`config.mk`:
```
export PLATFORM = sky130hd
export DESIGN_NAME = lcff_top
export DESIGN_NICKNAME = d
export VERILOG_FILES = /design/src/design/lcff_pkg.sv /design/src/design/lcff_top.sv /design/src/design/lcff_chan.sv
export VERILOG_INCLUDE_DIRS = /design/src /design/src/design
export SDC_FILE = /design/constraint.sdc
export NUM_CORES = 1
export LEC_CHECK = 0
export ABC_AREA = 1
export BUFFER_PORTS_ARGS = -buffer_cell sky130_fd_sc_hd__buf_2
export CAP_MARGIN = 20
export CORE_AREA = 2 2 86 96
export CTS_CLUSTER_DIAMETER = 100
export DETAILED_ROUTE_END_ITERATION = 7
export DIE_AREA = 0 0 88 98
export PLACE_DENSITY_LB_ADDON = 0.1
export SLEW_MARGIN = 20
export SYNTH_ARGS = -nofsm -noshare
export SYNTH_HDL_FRONTEND = slang
export SYNTH_SLANG_ARGS = --single-unit
```
`constraint.sdc`:
```
create_clock -name clk -period 3.2 [get_ports clk]
set_input_delay 0.16 -clock clk [delete_from_list [all_inputs] [get_ports clk]]
set_output_delay 0.16 -clock clk [all_outputs]
set_load 0.03 [all_outputs]
```
`src/design/lcff_regs.svh`:
```
// Constants for the LED channel fault flag block: field positions, reset values, thresholds.
// Assumes it is included by the design files of this block only.
//
// Behaviour
// - Channel 1 short flag, bit 5, sets when output code falls below chosen threshold.
// - Channel 1 open flag, bit 4, sets when current code below 0.75 of setting.
// - Channel 2 overvoltage flag, bit 3, sets when output code is full scale.
// - Channel 2 overcurrent flag, bit 2, sets when current exceeds 1.25 of setting.
// - Channel 2 short flag, bit 1, sets when output code falls below chosen threshold.
// - Channel 2 open flag, bit 0, sets when current code below 0.75 of setting.
// - Short, open and overcurrent checks run only while setting is at least 21h.
// - Flags latch; a read clears a flag only when its condition has gone.
// - Summary nibble ORs overvoltage, overcurrent, short or open, and thermal flags.
// - Channel 1 overcurrent flag, bit 6, sets when current exceeds 1.25 of setting.
// - Channel 1 overvoltage flag, bit 7, sets when output code is full scale.
`ifndef LCFF_REGS_SVH
`define LCFF_REGS_SVH

// ----------------------------------------------------------------
// Field positions in the fault flag word
// ----------------------------------------------------------------
`define LCFF_BIT_THERMAL_SHUTDOWN_FLAG   9
`define LCFF_BIT_THERMAL_WARNING_FLAG   8
`define LCFF_CH1_LSB       4
`define LCFF_CH2_LSB       0
`define LCFF_OFS_OVP       3
`define LCFF_OFS_OVERC     2
`define LCFF_OFS_SHORT     1
`define LCFF_OFS_OPEN      0

// ----------------------------------------------------------------
// Reset values and thresholds
// ----------------------------------------------------------------
`define LCFF_FLAGS_RESET   10'h000
`define LCFF_CODE_RESET    8'h00
`define LCFF_VOUT_FULL     8'hFF
`define LCFF_SET_MIN       7'h21
`define LCFF_SHORT_THR_0   8'h20
`define LCFF_SHORT_THR_1   8'h40
`define LCFF_SHORT_THR_2   8'h60
`define LCFF_SHORT_THR_3   8'h80

`endif

```
`src/design/lcff_pkg.sv`:
```
// Types shared by the LED channel fault flag block.
// Assumes nothing of its surroundings.
package lcff_pkg;
	typedef logic [7:0] lcff_code_t;
	typedef logic [6:0] lcff_setting_t;
	typedef logic [9:0] lcff_flags_t;
	typedef logic [3:0] lcff_chan_flags_t;
endpackage : lcff_pkg

```
`src/design/lcff_top.sv`:
```
// Latched, clear-on-read fault flags of a two-channel LED controller.
// Assumes the serial register port issues a one-cycle read strobe on this clock.
`timescale 1ns/1ps
`include "lcff_regs.svh"

module lcff_top (
	// Clock and reset
	input  wire logic                    clk,
	input  wire logic                    ce,
	input  wire logic                    nrst,
	// Channel 1 converter results and settings
	input  wire lcff_pkg::lcff_code_t    ch1_vout_code,
	input  wire logic                    ch1_vout_valid,
	input  wire lcff_pkg::lcff_code_t    ch1_current_code,
	input  wire logic                    ch1_current_valid,
	input  wire lcff_pkg::lcff_setting_t ch1_current_setting,
	input  wire logic [1:0]              ch1_short_threshold_sel,
	// Channel 2 converter results and settings
	input  wire lcff_pkg::lcff_code_t    ch2_vout_code,
	input  wire logic                    ch2_vout_valid,
	input  wire lcff_pkg::lcff_code_t    ch2_current_code,
	input  wire logic                    ch2_current_valid,
	input  wire lcff_pkg::lcff_setting_t ch2_current_setting,
	input  wire logic [1:0]              ch2_short_threshold_sel,
	// Thermal conditions
	input  wire logic                    thermal_shutdown_cond,
	input  wire logic                    thermal_warning_cond,
	// Register read port
	input  wire logic                    read_stb,
	output lcff_pkg::lcff_flags_t        read_data_r,
	output logic                         read_valid_r,
	// Live flags and summary
	output lcff_pkg::lcff_flags_t        general_fault_flags_r,
	output logic [3:0]                   fault_summary_bits_r
);

	lcff_pkg::lcff_flags_t cond;
	lcff_pkg::lcff_flags_t flags_nxt;
	logic [3:0]            summary_nxt;

	// ----------------------------------------------------------------
	// Per-channel conditions
	// ----------------------------------------------------------------
	lcff_chan u_ch1 (
		.clk                 (clk),
		.ce                  (ce),
		.nrst                (nrst),
		.vout_code           (ch1_vout_code),
		.vout_valid          (ch1_vout_valid),
		.current_code        (ch1_current_code),
		.current_valid       (ch1_current_valid),
		.current_setting     (ch1_current_setting),
		.short_threshold_sel (ch1_short_threshold_sel),
		.cond                (cond[`LCFF_CH1_LSB +: 4])
	);

	lcff_chan u_ch2 (
		.clk                 (clk),
		.ce                  (ce),
		.nrst                (nrst),
		.vout_code           (ch2_vout_code),
		.vout_valid          (ch2_vout_valid),
		.current_code        (ch2_current_code),
		.current_valid       (ch2_current_valid),
		.current_setting     (ch2_current_setting),
		.short_threshold_sel (ch2_short_threshold_sel),
		.cond                (cond[`LCFF_CH2_LSB +: 4])
	);

	assign cond[`LCFF_BIT_THERMAL_SHUTDOWN_FLAG] = thermal_shutdown_cond;
	assign cond[`LCFF_BIT_THERMAL_WARNING_FLAG] = thermal_warning_cond;

	// ----------------------------------------------------------------
	// Flag latches
	// ----------------------------------------------------------------
	// A live condition sets its flag at every enabled edge, so an event in the read cycle is kept.
	genvar i;
	generate
		for (i = 0; i < 10; i++) begin : g_flag
			assign flags_nxt[i] = cond[i] |
				(general_fault_flags_r[i] & ~read_stb);

			always_ff @(posedge clk) begin
				if (!nrst) begin
					general_fault_flags_r[i] <= 1'b0;
				end else if (ce) begin
					general_fault_flags_r[i] <= flags_nxt[i];
				end
			end

			flag_set_a: assert property (@(posedge clk) disable iff (!nrst)
				ce && cond[i] |=> general_fault_flags_r[i])
				else $error("flag missed its condition");

			flag_clear_a: assert property (@(posedge clk) disable iff (!nrst)
				ce && read_stb && !cond[i] |=> !general_fault_flags_r[i])
				else $error("flag not cleared by read");

			flag_hold_a: assert property (@(posedge clk) disable iff (!nrst)
				general_fault_flags_r[i] && !(ce && read_stb) |=> general_fault_flags_r[i])
				else $error("flag dropped without a read");
		end
	endgenerate

	// ----------------------------------------------------------------
	// Read port
	// ----------------------------------------------------------------
	always_ff @(posedge clk) begin
		if (!nrst) begin
			read_data_r <= `LCFF_FLAGS_RESET;
		end else if (ce && read_stb) begin
			read_data_r <= general_fault_flags_r;
		end
	end

	always_ff @(posedge clk) begin
		if (!nrst) begin
			read_valid_r <= 1'b0;
		end else if (ce) begin
			read_valid_r <= read_stb;
		end
	end

	read_data_a: assert property (@(posedge clk) disable iff (!nrst)
		ce && read_stb |=> read_valid_r && read_data_r == $past(general_fault_flags_r))
		else $error("read data does not match flags");

	// ----------------------------------------------------------------
	// Summary nibble
	// ----------------------------------------------------------------
	always_comb begin
		summary_nxt[3] = flags_nxt[`LCFF_CH1_LSB + `LCFF_OFS_OVP] |
			flags_nxt[`LCFF_CH2_LSB + `LCFF_OFS_OVP];
		summary_nxt[2] = flags_nxt[`LCFF_CH1_LSB + `LCFF_OFS_OVERC] |
			flags_nxt[`LCFF_CH2_LSB + `LCFF_OFS_OVERC];
		summary_nxt[1] = |{flags_nxt[`LCFF_CH1_LSB +: 2], flags_nxt[`LCFF_CH2_LSB +: 2]};
		summary_nxt[0] = flags_nxt[`LCFF_BIT_THERMAL_SHUTDOWN_FLAG] | flags_nxt[`LCFF_BIT_THERMAL_WARNING_FLAG];
	end

	always_ff @(posedge clk) begin
		if (!nrst) begin
			fault_summary_bits_r <= 4'h0;
		end else if (ce) begin
			fault_summary_bits_r <= summary_nxt;
		end
	end

	summary_or_a: assert property (@(posedge clk) disable iff (!nrst)
		fault_summary_bits_r == {
			general_fault_flags_r[7] | general_fault_flags_r[3],
			general_fault_flags_r[6] | general_fault_flags_r[2],
			|{general_fault_flags_r[5:4], general_fault_flags_r[1:0]},
			general_fault_flags_r[9] | general_fault_flags_r[8]})
		else $error("summary nibble disagrees with flags");

	reset_clear_a: assert property (@(posedge clk)
		!nrst |=> general_fault_flags_r == `LCFF_FLAGS_RESET && fault_summary_bits_r == 4'h0)
		else $error("flags not cleared by reset");

	// ----------------------------------------------------------------
	// Clock enable and read port checks
	// ----------------------------------------------------------------
	freeze_state_a: assert property (@(posedge clk) disable iff (!nrst)
		!ce |=> $stable(general_fault_flags_r) && $stable(fault_summary_bits_r) &&
			$stable(read_data_r) && $stable(read_valid_r))
		else $error("state moved while clock enable was low");

	read_pulse_a: assert property (@(posedge clk) disable iff (!nrst)
		ce && !read_stb |=> !read_valid_r)
		else $error("read valid raised without a read strobe");

	read_hold_a: assert property (@(posedge clk) disable iff (!nrst)
		!(ce && read_stb) |=> $stable(read_data_r))
		else $error("read data changed without a read");

	// ----------------------------------------------------------------
	// Converter results to flag positions
	// ----------------------------------------------------------------
	// A result taken here is judged at the next enabled edge, so settings must hold that long.
	function automatic lcff_pkg::lcff_code_t short_level(logic [1:0] sel);
		lcff_pkg::lcff_code_t lvl;
		case (sel)
			2'h0:    lvl = `LCFF_SHORT_THR_0;
			2'h1:    lvl = `LCFF_SHORT_THR_1;
			2'h2:    lvl = `LCFF_SHORT_THR_2;
			default: lvl = `LCFF_SHORT_THR_3;
		endcase
		return lvl;
	endfunction : short_level

	ch1_ovp_a: assert property (@(posedge clk) disable iff (!nrst)
		ce && ch1_vout_valid && ch1_vout_code == `LCFF_VOUT_FULL ##1 ce
		|=> general_fault_flags_r[`LCFF_CH1_LSB + `LCFF_OFS_OVP])
		else $error("channel 1 overvoltage flag not raised");

	ch2_ovp_a: assert property (@(posedge clk) disable iff (!nrst)
		ce && ch2_vout_valid && ch2_vout_code == `LCFF_VOUT_FULL ##1 ce
		|=> general_fault_flags_r[`LCFF_CH2_LSB + `LCFF_OFS_OVP])
		else $error("channel 2 overvoltage flag not raised");

	ch1_overc_a: assert property (@(posedge clk) disable iff (!nrst)
		ce && ch1_current_valid && ch1_current_setting >= `LCFF_SET_MIN &&
			({3'h0, ch1_current_code} * 11'h004) > ({4'h0, ch1_current_setting} * 11'h005)
			##1 ce && $stable(ch1_current_setting)
		|=> general_fault_flags_r[`LCFF_CH1_LSB + `LCFF_OFS_OVERC])
		else $error("channel 1 overcurrent flag not raised");

	ch2_overc_a: assert property (@(posedge clk) disable iff (!nrst)
		ce && ch2_current_valid && ch2_current_setting >= `LCFF_SET_MIN &&
			({3'h0, ch2_current_code} * 11'h004) > ({4'h0, ch2_current_setting} * 11'h005)
			##1 ce && $stable(ch2_current_setting)
		|=> general_fault_flags_r[`LCFF_CH2_LSB + `LCFF_OFS_OVERC])
		else $error("channel 2 overcurrent flag not raised");

	ch1_open_a: assert property (@(posedge clk) disable iff (!nrst)
		ce && ch1_current_valid && ch1_current_setting >= `LCFF_SET_MIN &&
			({3'h0, ch1_current_code} * 11'h004) < ({4'h0, ch1_current_setting} * 11'h003)
			##1 ce && $stable(ch1_current_setting)
		|=> general_fault_flags_r[`LCFF_CH1_LSB + `LCFF_OFS_OPEN])
		else $error("channel 1 open flag not raised");

	ch2_open_a: assert property (@(posedge clk) disable iff (!nrst)
		ce && ch2_current_valid && ch2_current_setting >= `LCFF_SET_MIN &&
			({3'h0, ch2_current_code} * 11'h004) < ({4'h0, ch2_current_setting} * 11'h003)
			##1 ce && $stable(ch2_current_setting)
		|=> general_fault_flags_r[`LCFF_CH2_LSB + `LCFF_OFS_OPEN])
		else $error("channel 2 open flag not raised");

	ch1_short_a: assert property (@(posedge clk) disable iff (!nrst)
		ce && ch1_vout_valid && ch1_current_setting >= `LCFF_SET_MIN &&
			ch1_vout_code < short_level(ch1_short_threshold_sel)
			##1 ce && $stable(ch1_current_setting) && $stable(ch1_short_threshold_sel)
		|=> general_fault_flags_r[`LCFF_CH1_LSB + `LCFF_OFS_SHORT])
		else $error("channel 1 short flag not raised");

	ch2_short_a: assert property (@(posedge clk) disable iff (!nrst)
		ce && ch2_vout_valid && ch2_current_setting >= `LCFF_SET_MIN &&
			ch2_vout_code < short_level(ch2_short_threshold_sel)
			##1 ce && $stable(ch2_current_setting) && $stable(ch2_short_threshold_sel)
		|=> general_fault_flags_r[`LCFF_CH2_LSB + `LCFF_OFS_SHORT])
		else $error("channel 2 short flag not raised");

endmodule : lcff_top

```
`src/design/lcff_chan.sv`:
```
// One channel's fault conditions, computed from its latest converter results.
// Assumes converter results and settings come from logic on the same clock.
`timescale 1ns/1ps
`include "lcff_regs.svh"

module lcff_chan (
	// Clock and reset
	input  wire logic                   clk,
	input  wire logic                   ce,
	input  wire logic                   nrst,
	// Converter results
	input  wire lcff_pkg::lcff_code_t   vout_code,
	input  wire logic                   vout_valid,
	input  wire lcff_pkg::lcff_code_t   current_code,
	input  wire logic                   current_valid,
	// Settings
	input  wire lcff_pkg::lcff_setting_t current_setting,
	input  wire logic [1:0]             short_threshold_sel,
	// Conditions: overvoltage, overcurrent, short, open
	output lcff_pkg::lcff_chan_flags_t  cond
);

	lcff_pkg::lcff_code_t vout_r;
	lcff_pkg::lcff_code_t cur_r;
	lcff_pkg::lcff_code_t short_thr;
	logic                 check_en;
	logic [10:0]          cur_x4;
	logic [10:0]          set_x3;
	logic [10:0]          set_x5;

	// ----------------------------------------------------------------
	// Latest completed results
	// ----------------------------------------------------------------
	always_ff @(posedge clk) begin
		if (!nrst) begin
			vout_r <= `LCFF_CODE_RESET;
		end else if (ce && vout_valid) begin
			vout_r <= vout_code;
		end
	end

	always_ff @(posedge clk) begin
		if (!nrst) begin
			cur_r <= `LCFF_CODE_RESET;
		end else if (ce && current_valid) begin
			cur_r <= current_code;
		end
	end

	// ----------------------------------------------------------------
	// Comparisons
	// ----------------------------------------------------------------
	always_comb begin
		case (short_threshold_sel)
			2'h0:    short_thr = `LCFF_SHORT_THR_0;
			2'h1:    short_thr = `LCFF_SHORT_THR_1;
			2'h2:    short_thr = `LCFF_SHORT_THR_2;
			default: short_thr = `LCFF_SHORT_THR_3;
		endcase
	end

	// Ratios are compared scaled by four so no fractions are needed.
	assign cur_x4   = {1'b0, cur_r, 2'b00};
	assign set_x3   = 11'({4'h0, current_setting} * 11'h003);
	assign set_x5   = 11'({4'h0, current_setting} * 11'h005);
	assign check_en = (current_setting >= `LCFF_SET_MIN);

	assign cond[`LCFF_OFS_OVP]   = (vout_r == `LCFF_VOUT_FULL);
	assign cond[`LCFF_OFS_OVERC] = check_en && (cur_x4 > set_x5);
	assign cond[`LCFF_OFS_SHORT] = check_en && (vout_r < short_thr);
	assign cond[`LCFF_OFS_OPEN]  = check_en && (cur_x4 < set_x3);

	gate_low_a: assert property (@(posedge clk) disable iff (!nrst)
		!check_en |-> cond[2:0] == 3'h0)
		else $error("check active with low current setting");

	full_scale_a: assert property (@(posedge clk) disable iff (!nrst)
		ce && vout_valid && vout_code == `LCFF_VOUT_FULL |=> cond[`LCFF_OFS_OVP])
		else $error("full scale output did not raise overvoltage");

endmodule : lcff_chan

```
==> summary.txt <==
====================================================================================
Pin count of the biggest net entering global routing ..................           49
Aggregate negative setup slack ........................................         0 ns
Total design power ....................................................      2.04 mW
Min-Delay Startpoint .................................................. ch2_vout_code[5]
Critical path cell sequence ........................................... buf_2, ha_1, ha_1, fa_1, a31oi_1, nor2_1, o21ai_0, ha_1, a21o_1, nor2_1, nand2_1, nand2_1, nand2_1, nand2_2, nand3_2, nand2_1, inv_1
Synth Warn # ..........................................................            0
Most Used Layer, Global Route .........................................         met2
Number of endpoints with negative hold slack in the final report ......            0
Startpoint types ...................................................... primary input
Sequential area share after synthesis .................................        27.2%
Transition time at the pin with the least slew margin .................     0.669 ns
Post-Synth Adder-Cell Area ............................................        27.0%
Count of cell types in the netlist ....................................           30
Placed Instance Area ..................................................     4700 um2
Critical R2R Capture .................................................. fault_summary_bits_r[2]
Synthesized netlist cell count ........................................          562
Ratio of total power to cell area .....................................   416 nW/um2
Max Slew Vio Count ....................................................            0
# resized after CTS ...................................................            0
Compound-gate portion of the synthesized area .........................        14.3%
Max incr delay on CP ..................................................      0.41 ns
Critical R2R Launch ................................................... u_ch1.cur_r[7]
Post-route worst setup slack ..........................................     0.820 ns
Overall die height ....................................................        98 um
Max transition margin .................................................        55.4%
Share of the synthesized netlist area taken by xor and xnor gates .....        3.76%
Clock Latency Late Sink ...............................................      0.33 ns
Global router's overall resource usage ................................        22.5%
VDD IR-drop max .......................................................     0.346 mV
Arrival time of the worst setup path ..................................      2.61 ns
Number of failing setup endpoints in the final timing report ..........            0
Final clock skew ......................................................   0.00756 ns
Yosys reg bits ........................................................           57
Final critical delay including setup and external delays ..............      2.38 ns
Largest area contributor in the netlist ............................... sky130_fd_sc_hd__dfxtp_1
Status ................................................................ complete, no violations
Total Wirelength ......................................................      9090 um
Number of enable flip-flop cells after synthesis ......................            0
Most common cell in the synthesized netlist ........................... sky130_fd_sc_hd__nor2_1
Overall die area ......................................................     8620 um2
Worst Path Max Fanout .................................................            5
I/O pin total .........................................................           85
Tightest Hold Check Type .............................................. primary input to flop
Cell row count ........................................................           34
Filler cell count in the final layout .................................          712
Residual antenna-violating net count after detailed routing ...........            0
MaxCap Viol Count .....................................................            0
Share of layout cells above drive strength 1 ..........................        17.2%
Synthesized cell area .................................................     4190 um2
Period utilisation layout .............................................        74.4%
Cells taking the most area after synthesis ............................ sky130_fd_sc_hd__dfxtp_1, sky130_fd_sc_hd__ha_1, sky130_fd_sc_hd__nor2_1, sky130_fd_sc_hd__nand2_1, sky130_fd_sc_hd__o21ai_0
Via density ...........................................................         4.99
Met1 capacity usage during global routing .............................        27.0%
Final core occ ........................................................        63.6%
Routed len/inst .......................................................      11.9 um
Initial antenna violation count .......................................            0
Most numerous cell types in the synthesized netlist ................... sky130_fd_sc_hd__nor2_1, sky130_fd_sc_hd__ha_1, sky130_fd_sc_hd__nand2_1, sky130_fd_sc_hd__dfxtp_1, sky130_fd_sc_hd__inv_1
First-pass GRT wire length ............................................     15700 um
Fraction of synthesized cell area taken by the top area cell type .....        27.2%
Maximum clock rate ....................................................      420 MHz
Detailed-route DRC error count ........................................            0
Proportion of synthesized flip-flops having asynchronous set or reset .           0%
GRT met2 Usage ........................................................        39.3%
Vias in the first global route ........................................         3677
Hold worst-path end ................................................... u_ch2.vout_r[5]
Kind of capture point of the worst setup path .........................         flop
Number of DRC violations after detailed-routing iteration 0 ...........          114
Path type of the worst setup path ..................................... primary input to flop
Final net count .......................................................          797
Layout overhead on the synthesized area ...............................        16.8%
TritonCTS clock tree ..................................................         done
Slack of the worst reg-to-reg path ....................................      1.69 ns
TritonRoute pass-1 iters ..............................................            4
Global route overflow .................................................            0
Setup repair bufs after CTS ...........................................            0
Clock net sink count ..................................................           57
Core Region ...........................................................     7700 um2
Data required time of the critical path ...............................      3.43 ns
Routed vias ...........................................................         3796
Starting utilization of the core area .................................        54.4%
Number of buffers inserted by port buffering ..........................           84
Multiplexer share of the synthesized area .............................           0%
Leakage power .........................................................      2.62 nW
Critical Path Slowest Stage Cell ...................................... sky130_fd_sc_hd__fa_1
Cts-stage hold buffer count ...........................................            0
Reg clk slew, reported paths ..........................................      0.07 ns
Last weighted congestion value of the routability-driven placer .......        0.928
Max H-tree Level ......................................................            3
Grt met3 use ..........................................................        5.66%
Buffer and inverter count on the worst path ...........................            2
Number of clock buffers inserted by TritonCTS .........................            9
Setup repair after global routing missed its margin ...................           no
Library cell used as clock root buffer ................................ sky130_fd_sc_hd__clkbuf_8
Clock Tree Buf Depth ..................................................            2
Final instance area ...................................................     4900 um2
Net count of the mapped netlist .......................................          710
CP top delay family ...................................................  adder cells
Count of cells along the worst hold path ..............................            3
Area share of and/or/nand/nor cells after synthesis ...................        21.6%
Antenna cell count ....................................................            0
Most frequent cell on the critical path ............................... sky130_fd_sc_hd__nand2_1
Syn_area_per_cell .....................................................     7.46 um2
Flip-flop cell with the highest count after synthesis ................. sky130_fd_sc_hd__dfxtp_1
Largest family of logic cells by synthesized area .....................  adder cells
Number of cells on the worst reg-to-reg path ..........................           12
DP Wirelength .........................................................      7270 um
Placement-stage worst setup slack .....................................     0.461 ns
Width of the die ......................................................        88 um
====================================================================================
## through the flow
step | hold slack (ns) | instances
floorplan | 0.324 | 562
global placement | 0.407 | 746
detailed placement | 0.418 | 746
CTS | 0.0728 | 761
global route | 0.0854 | 761
finish | 0.0757 | 761
## power breakdown
group | internal [mW] | switching (mW) | total [mW] | leakage (nW)
clock | 0.395 | 0.267 | 0.662 | 0.102
combinational | 0.234 | 0.348 | 0.582 | 2.05
sequential | 0.757 | 0.0378 | 0.795 | 0.470
## cells in the final DEF, fill, tap and decap left out, drive strengths merged, types with 2 or more instances in the layout
| cell | n |
|---|---|
| a21o | 6 |
| a21oi | 41 |
| a31oi | 2 |
| buf | 84 |
| clkbuf | 12 |
| clkinv | 4 |
| dfxtp | 57 |
| fa | 4 |
| ha | 84 |
| inv | 55 |
| nand2 | 86 |
| nand3 | 17 |
| nand4 | 5 |
| nor2 | 110 |
| nor3 | 2 |
| o21a | 3 |
| o21ai | 58 |
| or2 | 3 |
| xnor2 | 6 |
| xor2 | 12 |
## registers in the layout, summed over array words and instances, names as in the netlist
register,flops
general_fault_flags_r,10
u_ch2.vout_r,8
u_ch1.vout_r,8
read_data_r,10
read_valid_r,1
fault_summary_bits_r,4
u_ch1.cur_r,8
u_ch2.cur_r,8
## layer usage
layer	part of all wire [%]	vias up	routed length [um]
met3	4.9	14	441
met5	0	-	0
met2	49	82	4420
met4	1.9	0	169
li1	-	2020	-
met1	45	1680	4050
## layout make-up
class	count	area, um2	area share [%]
Inverter	57	214	4.37
Timing Repair Buffer	84	420	8.59
Multi-Input combinational cell	440	2790	57.0
Clock buffer	12	155	3.17
Tap cell	108	135	2.76
Sequential cell	57	1140	23.3
Clock inverter	3	40.0	0.818
## logic make-up after synthesis
family                     after synthesis
DFF                                     57
xor gates and xnor gates                18
buffers and inverters                   65
and+or+nand+nor                        223
adders and majority gates               88
AOI/OAI and AO/OA                      111
## worst reg2reg max path, cell delays in order, from the launching register on
cell and delay (ns):
sky130_fd_sc_hd__dfxtp_1 0.34, sky130_fd_sc_hd__ha_1 0.32, sky130_fd_sc_hd__nand2_1 0.07, sky130_fd_sc_hd__nor2_1 0.13, sky130_fd_sc_hd__nand2_1 0.06, sky130_fd_sc_hd__nor2_1 0.10, sky130_fd_sc_hd__nor2_1 0.06, sky130_fd_sc_hd__nand2_1 0.05
sky130_fd_sc_hd__nand2_1 0.05, sky130_fd_sc_hd__nand2_2 0.07, sky130_fd_sc_hd__nand3_2 0.07, sky130_fd_sc_hd__nand2_1 0.06, sky130_fd_sc_hd__inv_1 0.05
## how the worst max path moves through the flow
stage / end / from / slack (ns) / cells past startpoint
3_3_place_gp: fault_summary_bits_r[2] / ch2_current_setting[1] / 0.50 / 17
2_1_floorplan: fault_summary_bits_r[2] / ch2_current_setting[1] / 0.80 / 16
5_1_grt: fault_summary_bits_r[2] / ch2_current_setting[5] / 0.58 / 19
3_5_place_dp: fault_summary_bits_r[2] / ch1_current_setting[1] / 0.46 / 17
6_report: fault_summary_bits_r[2] / ch1_current_setting[1] / 0.82 / 17
4_1_cts: fault_summary_bits_r[2] / ch1_current_setting[1] / 0.82 / 17
No activity file was read; power rests on OpenSTA's default activity.
